[src/core/cspr_pkg.sv]
/*
 * Constants shared by the core status and pointer registers.
 * Assumes an 8-bit special register space at 0x80..0xff.
 */
package cspr_pkg;

    // Byte addresses of the registers held here
    localparam logic [7:0] STK_PTR_ADDR = 8'h81;
    localparam logic [7:0] PTR_LOW_ADDR = 8'h82;
    localparam logic [7:0] PTR_HIGH_ADDR = 8'h83;
    localparam logic [7:0] STATUS_WORD_ADDR = 8'hd0;
    localparam logic [7:0] ARITH_MAIN_ADDR = 8'he0;

    // Values after reset
    localparam logic [7:0] STK_PTR_RESET = 8'h07;
    localparam logic [7:0] PTR_LOW_RESET = 8'h00;
    localparam logic [7:0] PTR_HIGH_RESET = 8'h00;
    localparam logic [7:0] STATUS_WORD_RESET = 8'h00;
    localparam logic [7:0] ARITH_MAIN_RESET = 8'h00;

    // Status word bit positions
    localparam int CARRY_BIT = 7;
    localparam int HALF_CARRY_BIT = 6;
    localparam int USER_FLAG_ZERO_BIT = 5;
    localparam int BANK_SELECT_HIGH_BIT = 4;
    localparam int BANK_SELECT_LOW_BIT = 3;
    localparam int OVERFLOW_BIT = 2;
    localparam int USER_FLAG_ONE_BIT = 1;
    localparam int PARITY_BIT = 0;

    // Register bank geometry: eight registers per bank
    localparam int BANK_SHIFT = 3;

    // Lowest special register address
    localparam logic [7:0] SPECIAL_BASE = 8'h80;

    // Arithmetic operations presented by the core
    typedef enum logic [2:0] {
        OP_ADD = 3'h0,
        OP_SUM_WITH_CARRY = 3'h1,
        OP_SUB_BORROW = 3'h2,
        OP_PRODUCT = 3'h3,
        OP_DIVIDE = 3'h4
    } cspr_op_t;

    // Stack store sequencer, one-hot
    typedef enum logic [1:0] {
        ST_IDLE = 2'b01,
        ST_WRITE = 2'b10
    } cspr_state_t;

endpackage

[src/core/cspr_arith_unit.sv]
/*
 * Combinational arithmetic and flag generation for the core.
 * Assumes operands are stable for the cycle in which they are used.
 */
`timescale 1ns/1ps

module cspr_arith_unit
    import cspr_pkg::*;
(
    // Operation and operands
    input wire cspr_op_t op,
    input wire logic [7:0] opa,
    input wire logic [7:0] opb,
    input wire logic carry_in,
    // Results and flags
    output logic [7:0] res_low,
    output logic [7:0] res_high,
    output logic carry_out,
    output logic half_out,
    output logic overflow_out
);

    logic cin;
    logic [8:0] sum9;
    logic [4:0] sum5;
    logic [8:0] sub9;
    logic [4:0] sub5;
    logic [15:0] prod;
    logic div_zero;
    logic [7:0] quot;
    logic [7:0] rem;

    // Carry only enters the carry-using operations
    assign cin = (op == OP_SUM_WITH_CARRY || op == OP_SUB_BORROW)
        ? carry_in : 1'b0;
    assign sum9 = {1'b0, opa} + {1'b0, opb} + {8'h00, cin};
    assign sum5 = {1'b0, opa[3:0]} + {1'b0, opb[3:0]} + {4'h0, cin};
    assign sub9 = {1'b0, opa} - {1'b0, opb} - {8'h00, cin};
    assign sub5 = {1'b0, opa[3:0]} - {1'b0, opb[3:0]} - {4'h0, cin};
    assign prod = {8'h00, opa} * {8'h00, opb};
    assign div_zero = (opb == 8'h00);
    // Divisor zero would be undefined; keep the dividend
    assign quot = div_zero ? opa : opa / opb;
    assign rem = div_zero ? 8'h00 : opa % opb;

    // Result and flag selection per operation
    always_comb
    begin
        res_low = sum9[7:0];
        res_high = 8'h00;
        carry_out = 1'b0;
        half_out = 1'b0;
        overflow_out = 1'b0;
        case (op)
            OP_ADD, OP_SUM_WITH_CARRY:
            begin
                carry_out = sum9[8];
                half_out = sum5[4];
                overflow_out = (opa[7] == opb[7]) &&
                    (sum9[7] != opa[7]);
            end
            OP_SUB_BORROW:
            begin
                res_low = sub9[7:0];
                carry_out = sub9[8];
                half_out = sub5[4];
                overflow_out = (opa[7] != opb[7]) &&
                    (sub9[7] != opa[7]);
            end
            OP_PRODUCT:
            begin
                res_low = prod[7:0];
                res_high = prod[15:8];
                overflow_out = (prod[15:8] != 8'h00);
            end
            OP_DIVIDE:
            begin
                res_low = quot;
                res_high = rem;
                overflow_out = div_zero;
            end
            default:
            begin
                res_low = opa;
            end
        endcase
    end

endmodule

[src/core/cspr_core_regs.sv]
/*
 * Core status and pointer registers: stack top, indirect pointer,
 * main arithmetic register and status word, with byte access to all four and
 * bit access to the last two on the special register ports, and a small stack store sequencer.
 * Assumes the core drives all requests synchronous to clk and holds
 * the external stack memory itself.
 */
`timescale 1ns/1ps

module cspr_core_regs
    import cspr_pkg::*;
(
    // Clock and reset
    input wire logic clk,
    input wire logic rst_n,
    // Byte access port
    input wire logic [7:0] sfr_addr,
    input wire logic sfr_wr,
    input wire logic sfr_rd,
    input wire logic [7:0] sfr_wdata,
    output logic [7:0] sfr_rdata,
    output logic sfr_hit,
    // Bit access port
    input wire logic [7:0] bit_addr,
    input wire logic bit_wr,
    input wire logic bit_rd,
    input wire logic bit_wdata,
    output logic bit_rdata,
    output logic bit_hit,
    // Arithmetic request
    input wire logic arith_valid,
    input wire cspr_op_t arith_op,
    input wire logic [7:0] arith_operand,
    output logic [7:0] arith_high,
    // Stack store and remove
    input wire logic push_req,
    input wire logic [7:0] push_data,
    output logic push_ready,
    input wire logic pop_req,
    output logic stack_wr_en,
    output logic [7:0] stack_wr_addr,
    output logic [7:0] stack_wr_data,
    // Views used by the rest of the core
    output logic [15:0] indirect_pointer,
    output logic [7:0] stack_top_pointer,
    output logic [7:0] bank_base,
    output logic [7:0] program_status_word,
    output logic [7:0] arith_main_register
);

    // Registers
    logic [7:0] arith_main_q;
    logic [7:0] arith_main_d;
    logic [7:0] ptr_low_q;
    logic [7:0] ptr_low_d;
    logic [7:0] ptr_high_q;
    logic [7:0] ptr_high_d;
    logic [7:0] stk_q;
    logic [7:0] stk_d;
    logic carry_flag_q;
    logic carry_flag_d;
    logic half_carry_flag_q;
    logic half_carry_flag_d;
    logic user_flag_zero_q;
    logic user_flag_zero_d;
    logic [1:0] bank_q;
    logic [1:0] bank_d;
    logic overflow_flag_q;
    logic overflow_flag_d;
    logic user_flag_one_q;
    logic user_flag_one_d;
    logic [7:0] sfr_rdata_q;
    logic bit_rdata_q;
    logic [7:0] arith_high_q;
    logic [7:0] push_data_q;
    cspr_state_t state_q;
    cspr_state_t state_d;

    // Arithmetic unit outputs
    logic [7:0] alu_low;
    logic [7:0] alu_high;
    logic alu_carry;
    logic alu_half;
    logic alu_overflow;

    // Decode and write path wires
    logic parity_now;
    logic [7:0] status_now;
    logic [7:0] bit_byte_addr;
    logic [2:0] bit_index;
    logic bit_legal;
    logic [7:0] bit_byte_now;
    logic [7:0] bit_byte_new;
    logic wr_en;
    logic [7:0] wr_addr;
    logic [7:0] wr_data;
    logic wr_main;
    logic wr_low;
    logic wr_high;
    logic wr_stk;
    logic wr_status;
    logic push_start;
    logic carry_op;

    // Reads of an address: zero for anything this block does not own
    function automatic logic [7:0] read_reg(
        input logic [7:0] addr,
        input logic [7:0] main_v,
        input logic [7:0] low_v,
        input logic [7:0] high_v,
        input logic [7:0] stk_v,
        input logic [7:0] status_v
    );
        logic [7:0] r;
        r = 8'h00;
        if (addr == ARITH_MAIN_ADDR)
            r = main_v;
        else if (addr == STATUS_WORD_ADDR)
            r = status_v;
        else if (addr == PTR_LOW_ADDR)
            r = low_v;
        else if (addr == PTR_HIGH_ADDR)
            r = high_v;
        else if (addr == STK_PTR_ADDR)
            r = stk_v;
        return r;
    endfunction

    // Ownership of an address by this block
    function automatic logic owns(input logic [7:0] addr);
        return addr == ARITH_MAIN_ADDR || addr == STATUS_WORD_ADDR ||
            addr == PTR_LOW_ADDR || addr == PTR_HIGH_ADDR ||
            addr == STK_PTR_ADDR;
    endfunction

    // Bit access needs a byte address whose low nibble is 0x0 or 0x8
    function automatic logic bit_capable(input logic [7:0] addr);
        return addr[2:0] == 3'h0;
    endfunction

    // Arithmetic unit
    cspr_arith_unit u_arith (
        .op(arith_op),
        .opa(arith_main_q),
        .opb(arith_operand),
        .carry_in(carry_flag_q),
        .res_low(alu_low),
        .res_high(alu_high),
        .carry_out(alu_carry),
        .half_out(alu_half),
        .overflow_out(alu_overflow)
    );

    // Parity is never stored, so it cannot lag the register
    assign parity_now = ^arith_main_q;
    assign status_now = {carry_flag_q, half_carry_flag_q, user_flag_zero_q,
        bank_q, overflow_flag_q, user_flag_one_q, parity_now};

    // Bit address splits into byte and bit index
    assign bit_byte_addr = {bit_addr[7:3], 3'h0};
    assign bit_index = bit_addr[2:0];
    // Bits below 0x80 are core RAM bits, not handled here
    assign bit_legal = bit_addr[7] && bit_capable(bit_byte_addr) &&
        owns(bit_byte_addr);
    assign bit_byte_now = read_reg(bit_byte_addr, arith_main_q, ptr_low_q,
        ptr_high_q, stk_q, status_now);
    assign bit_byte_new = bit_wdata
        ? (bit_byte_now | (8'h01 << bit_index))
        : (bit_byte_now & ~(8'h01 << bit_index));

    // Byte writes win over a bit write in the same cycle
    assign wr_en = sfr_wr || (bit_wr && bit_legal);
    assign wr_addr = sfr_wr ? sfr_addr : bit_byte_addr;
    assign wr_data = sfr_wr ? sfr_wdata : bit_byte_new;

    // Write decode; reserved addresses fall through unmatched
    assign wr_main = wr_en && wr_addr == ARITH_MAIN_ADDR;
    assign wr_status = wr_en && wr_addr == STATUS_WORD_ADDR;
    assign wr_low = wr_en && wr_addr == PTR_LOW_ADDR;
    assign wr_high = wr_en && wr_addr == PTR_HIGH_ADDR;
    assign wr_stk = wr_en && wr_addr == STK_PTR_ADDR;

    // Carry flag takes the unit's carry only on add, add with carry and subtract
    assign carry_op = arith_op == OP_ADD ||
        arith_op == OP_SUM_WITH_CARRY || arith_op == OP_SUB_BORROW;

    // Main register: software write beats an arithmetic result
    always_comb
    begin
        arith_main_d = arith_main_q;
        if (wr_main)
            arith_main_d = wr_data;
        else if (arith_valid)
            arith_main_d = alu_low;
    end

    // Status word flags; bit 0 is never written
    always_comb
    begin
        carry_flag_d = carry_flag_q;
        half_carry_flag_d = half_carry_flag_q;
        overflow_flag_d = overflow_flag_q;
        user_flag_zero_d = user_flag_zero_q;
        user_flag_one_d = user_flag_one_q;
        bank_d = bank_q;
        if (wr_status)
        begin
            carry_flag_d = wr_data[CARRY_BIT];
            half_carry_flag_d = wr_data[HALF_CARRY_BIT];
            user_flag_zero_d = wr_data[USER_FLAG_ZERO_BIT];
            bank_d = {wr_data[BANK_SELECT_HIGH_BIT],
                wr_data[BANK_SELECT_LOW_BIT]};
            overflow_flag_d = wr_data[OVERFLOW_BIT];
            user_flag_one_d = wr_data[USER_FLAG_ONE_BIT];
        end
        else if (arith_valid)
        begin
            // Product and divide clear carry; half carry holds
            carry_flag_d = carry_op ? alu_carry : 1'b0;
            if (carry_op)
                half_carry_flag_d = alu_half;
            overflow_flag_d = alu_overflow;
        end
    end

    // Pointer bytes take software writes only
    assign ptr_low_d = wr_low ? wr_data : ptr_low_q;
    assign ptr_high_d = wr_high ? wr_data : ptr_high_q;

    // A store is only started while the sequencer is idle
    assign push_start = push_req && (state_q == ST_IDLE);
    assign push_ready = (state_q == ST_IDLE);

    // Stack top: store and remove beat a software write
    always_comb
    begin
        stk_d = stk_q;
        if (push_start)
            stk_d = stk_q + 8'h01;
        else if (pop_req && state_q == ST_IDLE)
            stk_d = stk_q - 8'h01;
        else if (wr_stk)
            stk_d = wr_data;
    end

    // Store sequencer: raise the top, then write at the new top
    always_comb
    begin
        state_d = state_q;
        case (state_q)
            ST_IDLE:
            begin
                if (push_start)
                    state_d = ST_WRITE;
            end
            ST_WRITE:
            begin
                state_d = ST_IDLE;
            end
            default:
            begin
                state_d = ST_IDLE;
            end
        endcase
    end

    // Register state
    always_ff @(posedge clk)
    begin
        if (!rst_n)
        begin
            arith_main_q <= ARITH_MAIN_RESET;
            ptr_low_q <= PTR_LOW_RESET;
            ptr_high_q <= PTR_HIGH_RESET;
            stk_q <= STK_PTR_RESET;
            {carry_flag_q, half_carry_flag_q, user_flag_zero_q, bank_q,
                overflow_flag_q, user_flag_one_q} <=
                STATUS_WORD_RESET[7:1];
            state_q <= ST_IDLE;
        end
        else
        begin
            arith_main_q <= arith_main_d;
            ptr_low_q <= ptr_low_d;
            ptr_high_q <= ptr_high_d;
            stk_q <= stk_d;
            carry_flag_q <= carry_flag_d;
            half_carry_flag_q <= half_carry_flag_d;
            user_flag_zero_q <= user_flag_zero_d;
            bank_q <= bank_d;
            overflow_flag_q <= overflow_flag_d;
            user_flag_one_q <= user_flag_one_d;
            state_q <= state_d;
        end
    end

    // Read data and side results are held in flops
    always_ff @(posedge clk)
    begin
        if (!rst_n)
        begin
            sfr_rdata_q <= 8'h00;
            bit_rdata_q <= 1'b0;
            arith_high_q <= 8'h00;
            push_data_q <= 8'h00;
        end
        else
        begin
            if (sfr_rd)
                sfr_rdata_q <= read_reg(sfr_addr, arith_main_q, ptr_low_q,
                    ptr_high_q, stk_q, status_now);
            if (bit_rd)
                bit_rdata_q <= bit_legal && bit_byte_now[bit_index];
            if (arith_valid)
                arith_high_q <= alu_high;
            if (push_start)
                push_data_q <= push_data;
        end
    end

    // Address hits, for the core's own read multiplexer
    assign sfr_hit = owns(sfr_addr);
    assign bit_hit = bit_legal;

    // Store port: write lands at the already raised top
    assign stack_wr_en = (state_q == ST_WRITE);
    assign stack_wr_addr = stk_q;
    assign stack_wr_data = push_data_q;

    // Views
    assign sfr_rdata = sfr_rdata_q;
    assign bit_rdata = bit_rdata_q;
    assign arith_high = arith_high_q;
    assign indirect_pointer = {ptr_high_q, ptr_low_q};
    assign stack_top_pointer = stk_q;
    assign bank_base = {3'h0, bank_q, 3'h0};
    assign program_status_word = status_now;
    assign arith_main_register = arith_main_q;

endmodule

[config.mk]
export PLATFORM = sky130hd
export DESIGN_NAME = cspr_core_regs
export DESIGN_NICKNAME = d
export VERILOG_FILES = /design/src/core/cspr_pkg.sv /design/src/core/cspr_arith_unit.sv /design/src/core/cspr_core_regs.sv
export SDC_FILE = /design/constraint.sdc
export NUM_CORES = 1
export LEC_CHECK = 0
export ABC_CLOCK_PERIOD_IN_PS = 23800
export BUFFER_PORTS_ARGS = -buffer_cell sky130_fd_sc_hd__clkbuf_2
export CORE_MARGIN = 2
export CORE_UTILIZATION = 40
export DETAILED_ROUTE_END_ITERATION = 7
export SETUP_SLACK_MARGIN = 0.4
export SLEW_MARGIN = 30
export SYNTH_ARGS = -nofsm -noshare
export SYNTH_HDL_FRONTEND = slang
export SYNTH_SLANG_ARGS = --single-unit
[constraint.sdc]
create_clock -name clk -period 23.8 [get_ports clk]
set_input_delay 2.38 -clock clk [delete_from_list [all_inputs] [get_ports clk]]
set_output_delay 2.38 -clock clk [all_outputs]
set_load 0.01 [all_outputs]
Word level (Yosys, flattened, before mapping)
Cells that the tools add are included.
{"block": "classes", "n_addsub": 10, "n_mul": 1, "n_div": 2, "n_lt_le_gt_ge": 1, "n_eq_ne": 23, "shifts": 1, "n_mux": 33, "n_bitwise": 3, "reduce_logical": 34}
{"cell": "8-bit two-way mux", "n": 17}
{"cell": "8-bit == test (second input constant)", "n": 10}
{"cell": "8-bit one-hot mux with 4 select lines", "n": 1}
{"cell": "8-bit by 8-bit multiplier with 16-bit output", "n": 1}
{"cell": "8-bit one-hot mux with 2 select lines", "n": 1}
{"cell": "1-bit logical AND", "n": 12}
{"cell": "5-bit == test (second input constant)", "n": 2}
{"cell": "1-bit two-way mux", "n": 10}
{"cell": "8-bit by 8-bit adder with 9-bit output", "n": 1}
{"cell": "9-bit by 1-bit adder with 9-bit output", "n": 1}
{"cell": "1-bit logical OR", "n": 9}
{"cell": "8-bit by 8-bit subtractor with 9-bit output", "n": 1}
{"cell": "9-bit by 1-bit subtractor with 9-bit output", "n": 1}
{"cell": "8-bit by 1-bit adder with 8-bit output (second input constant)", "n": 1}
{"cell": "8-bit AND", "n": 1}
{"cell": "8-bit by 8-bit divider with 8-bit output", "n": 1}
{"cell": "8-bit zero test", "n": 1}
{"cell": "8-bit by 8-bit modulo with 8-bit output", "n": 1}
{"cell": "8-bit NOT", "n": 1}
{"cell": "8-bit bitwise OR", "n": 1}
{"cell": "8-bit nonzero test", "n": 1}
{"cell": "8-bit XOR reduction", "n": 1}
{"cell": "1-bit by 3-bit << shifter with 8-bit output (first input constant)", "n": 1}
{"cell": "8-bit by 1-bit subtractor with 8-bit output (second input constant)", "n": 1}
{"cell": "other kinds (23)", "n": 30}
{"block": "word_totals", "ff_bits": 66, "inputBits": 53, "output_inout_bits": 85}

Logic depth before layout (Yosys ltp)
{"block": "logic_depth", "word_depth": 9, "mapped_depth": 53, "mapped_depth_nobuf": 52}

Hierarchy
A second synthesis with hierarchy kept.
{"block": "hier_totals", "cells_unflattened": 1179, "area_unflattened_um2": 9198.8}
{"mod": "cspr_arith_unit", "instances": 1, "cells_per_inst": 694, "area_each_um2": 5166.2, "seq_area_each_um2": 0.0}
{"mod": "cspr_core_regs", "instances": 1, "cells_per_inst": 485, "area_each_um2": 4032.6, "seq_area_each_um2": 1321.3}

Worst setup path before layout
OpenSTA, ideal clock, no wires.
{"block": "synth_timing", "kind": "input -> register", "from": "input arith_operand[0]", "to": "register arith_high_q[7], in the netlist arith_high[7]", "setup_time_ps": 70, "arrival_time_ps": 13523, "required_ps": 23730, "slack_ps": 10207, "path_stages": 45, "path_buffers": 0, "path_cell_list": "inv_1 > ha_1 > or2_2 > a41oi_1 > a31o_2 > ha_1 > o21ai_0 > a211oi_4 > a311o_1 > and2_1 > ha_1 > o211ai_1 > a2111o_4 > and3_1 > a21oi_1 > o21ai_0 > ha_1 > a21boi_0 > [... 9 more ...] > nand3_1 > o21ai_1 > mux2_2 > ha_1 > o21ai_0 > a22oi_1 > a31o_2 > a31oi_1 > o21ai_0 > fa_1 > a211oi_1 > o21bai_1 > a21o_1 > o221ai_2 > inv_2 > or3_1 > o221a_1 > a21oi_1"}
{"block": "synth_between", "elab_chain_len": 3, "word_cells_on_any_way": 5}
{"element": "from (decl)", "line_no": "cspr_core_regs.sv:33", "source": "input wire logic [7:0] arith_operand,"}
{"element": "8-bit by 8-bit modulo with 8-bit output / 8-bit zero test (equally long branches)", "line_no": "cspr_arith_unit.sv:44, cspr_arith_unit.sv:41"}
{"element": "8-bit two-way mux", "line_no": "cspr_arith_unit.sv:44", "source": "assign rem = div_zero ? 8'h00 : opa % opb;"}
{"element": "8-bit one-hot mux with 2 select lines (*)", "line_no": "cspr_arith_unit.sv:54", "source": "case (op)"}
{"element": "to (signal assigned)", "line_no": "cspr_core_regs.sv:315", "source": "arith_high_q <= alu_high;"}
{"element": "to (decl)", "line_no": "cspr_core_regs.sv:74", "source": "logic [7:0] arith_high_q;"}
Mark *: on every way between the ends. The rest lies on a longest branch, timed or not.
A chain may end at the register's enable or synchronous reset.

Worst setup path in the final report
Ends and elaborated chain as after synthesis.

==> flow_summary.toml <==
[place]
dpl.hpwl_um = 22400
routabilityCongestion = 0.896
io_buffers = 131
post-place-ws_ns = 8.10

[final_layout]
nets = 1419
fin_util_pct = 45.3
final_layout_size_suffix_gt1_share_pct = 16.2
n_antenna_cell = 0
syn_to_final_growth_pct = 11.4

[power_and_ir_drop]
power.total_mw = 0.515
max-vdd-ir-drop_mv = 0.0286
power_density_nw_per_um2 = 52.2
total_leakage_power_nw = 4.64

[sta]
finalHoldViolations = 0
fin_crit_sh_pct = 65.2
slew_headroom_pct = 41.9
period_minus_slack_ns = 15.52
final.setup.tns_ns = 0
setup-violations-final = 0
fin_skew_ns = 0.00786
tightest_slew_ns = 0.863
whs_ns = 0.453
setup_ws_ns = 8.28
slew_violations = 0
rsz0062_at_grt = "false"
fmax_mhz = 64.4

[setup_path]
cp-end-kind = "flop"
critPathMaxStageDelay_ns = 0.65
worstPathMaxFanout = 11
cp.arrival_ns = 15.80
start_kind = "primary input"
cp_common_cell = "ha_1"
path_class = "primary input to flop"
cp_top_family = "compound AO/OA/AOI/OAI gates"
cp_data_required_time_ns = 24.08
crit_buf_inv = 3
crit_path_top_delay_cell = "o21ai_1"

[drt]
via_count = 8685
drcViolationCount = 0
ant_nets = 0
wl_um = 29300
viasPerCell = 5.77
post_drt_wl_per_cell_um = 19.5
drt-pass1-iter-count = 5
drtIter0Drc = 688

[clocking]
cts-htree-levels = 3
postCtsSetupBuffers = 0
cts_made_buffers = 9
hold_buffers = 0
cts_tree = "built"
cts.sinks = 66
cts-root-buf = "clkbuf_16"
cts.path.max_buffers = 2
clk_pin_slew_ns = 0.06
insertion_delay_ns = 0.34
cts.repair.resized = 0

[grt]
grt_pass1_wl_um = 46700
antenna_found_initial = 0
gr-total-overflow = 0
grt_use_total_pct = 25.0
grt_pass1_vias = 8350
grt_max_degree = 47

[synthesis]
synth_edf_count = 0
syn_inst = 1138
synth_top_cell_area_share_pct = 14.9
post_synth.cell_area_avg_um2 = 7.80
synth_cell_type_count = 91
yosysWarnings = 0
synth-seq-area-share_pct = 14.9
async_flop_share_pct = 0
synth-seq-cells = 66
yosys.area.top_type = "dfxtp_1"
synthesis.area_um2 = 8870
synthTopCellsByArea = "dfxtp_1, ha_1, fa_1"
synth-main-ff-cell = "dfxtp_1"

[floorplan]
rows = 54
die_area_um2 = 23400
die_x_um = 153
die_y_um = 153
core-area_um2 = 21800
ios = 138
start_util_pct = 40.6

[worst_hold_path]
min_path_type = "flop to flop"

[run]
maxCapViolations = 0

[run_status]
status = "finished, final reports clean"
## cells in the mapped netlist, drive strengths merged (5+ instances only)
cell type	instances
a211oi	36
a21o	14
a21oi	67
a221oi	21
a22oi	13
a31oi	16
and2	9
and3	7
buf	32
clkbuf	41
dfxtp	66
fa	41
ha	104
inv	96
mux2	13
mux2i	22
nand2	98
nand2b	11
nand3	16
nand3b	6
nor2	134
nor2b	12
nor3	30
nor4	5
o211ai	11
o21a	15
o21ai	62
o21bai	5
o31ai	8
or2	5
or3	8
xnor2	34
xor2	13
## worst paths after layout
check / startpoint / end / slack, ns / cells past startpoint
hold reg to reg: stack_wr_data[6] / stack_wr_data[6] / 0.45 / 2
setup reg to reg: arith_main_register[6] / arith_high[7] / 10.34 / 45
setup / recovery: arith_operand[0] / arith_high[7] / 8.28 / 48
hold / removal: stack_wr_data[6] / stack_wr_data[6] / 0.45 / 2
## state kept, by name, summed over array words and instances (netlist names)
| register | flops |
|---|---|
| user_flag_zero_q | 1 |
| ptr_low_q | 8 |
| half_carry_flag_q | 1 |
| stack_top_pointer | 8 |
| overflow_flag_q | 1 |
| bit_rdata | 1 |
| state_q | 2 |
| bank_q | 2 |
| stack_wr_data | 8 |
| ptr_high_q | 8 |
| user_flag_one_q | 1 |
| arith_high | 8 |
| arith_main_register | 8 |
| carry_flag_q | 1 |
| sfr_rdata | 8 |
## report_power, final
part	internal, mW	switching [mW]	total [mW]
Sequential	0.116	0.00846	0.125
Combinational	0.0986	0.153	0.251
Clock	0.0840	0.0553	0.139
## layer usage
metal	part of all wire (%)	track usage [%]	vias to the layer above
li1	-	-	4199
met1	46	35.4	4100
met2	45	39.4	338
met3	7.2	4.25	48
met4	2.1	6.48	0
met5	0	0	-
## per-stage QoR
step	area, um2	std cells
finish	9880	1506
global route	9880	1506
global placement	9580	1490
floorplan	8890	1143
CTS	9880	1506
detailed placement	9580	1490
## worst min-delay path, delay by kind of cell, from the launching register on
kind               cells  cell delay, ns
DFF                    1            0.31
and+or+nand+nor        1            0.05
AOI/OAI and AO/OA      1            0.05
## cell families after synthesis
kind of cell	count (synthesis)	share of synthesized area (%)
AOI/OAI and AO/OA	316	24.9
xor gates and xnor gates	48	4.89
muxes	35	4.17
adders and majority gates	145	23.9
buffers and inverters	169	8.41
and+or+nand+nor	358	18.8
other	1	0.0423
DFF	66	14.9
## cells in the final DEF (no fill, tap or decap), types with 14 or more instances in the layout
master    count
mux2i_1      22
nor3_1       28
fa_1         41
nand3_1      16
nand2_1      98
a211oi_1     35
xnor2_1      34
a21oi_1      67
a31oi_1      14
a221oi_1     21
o21ai_0      56
nor2_1      133
clkbuf_2    131
ha_1        104
dfxtp_1      66
o21a_1       15
inv_1        95
## area by class of cell
class,instances,area [um2]
timing repair buffer,140,723
clock inverter,6,63.8
sequential,66,1320
fill,2254,11900
inverter,96,360
multi-input combinational,908,6830
clock buffer,10,239
tap,280,350
(Power assumes the default switching activity.)
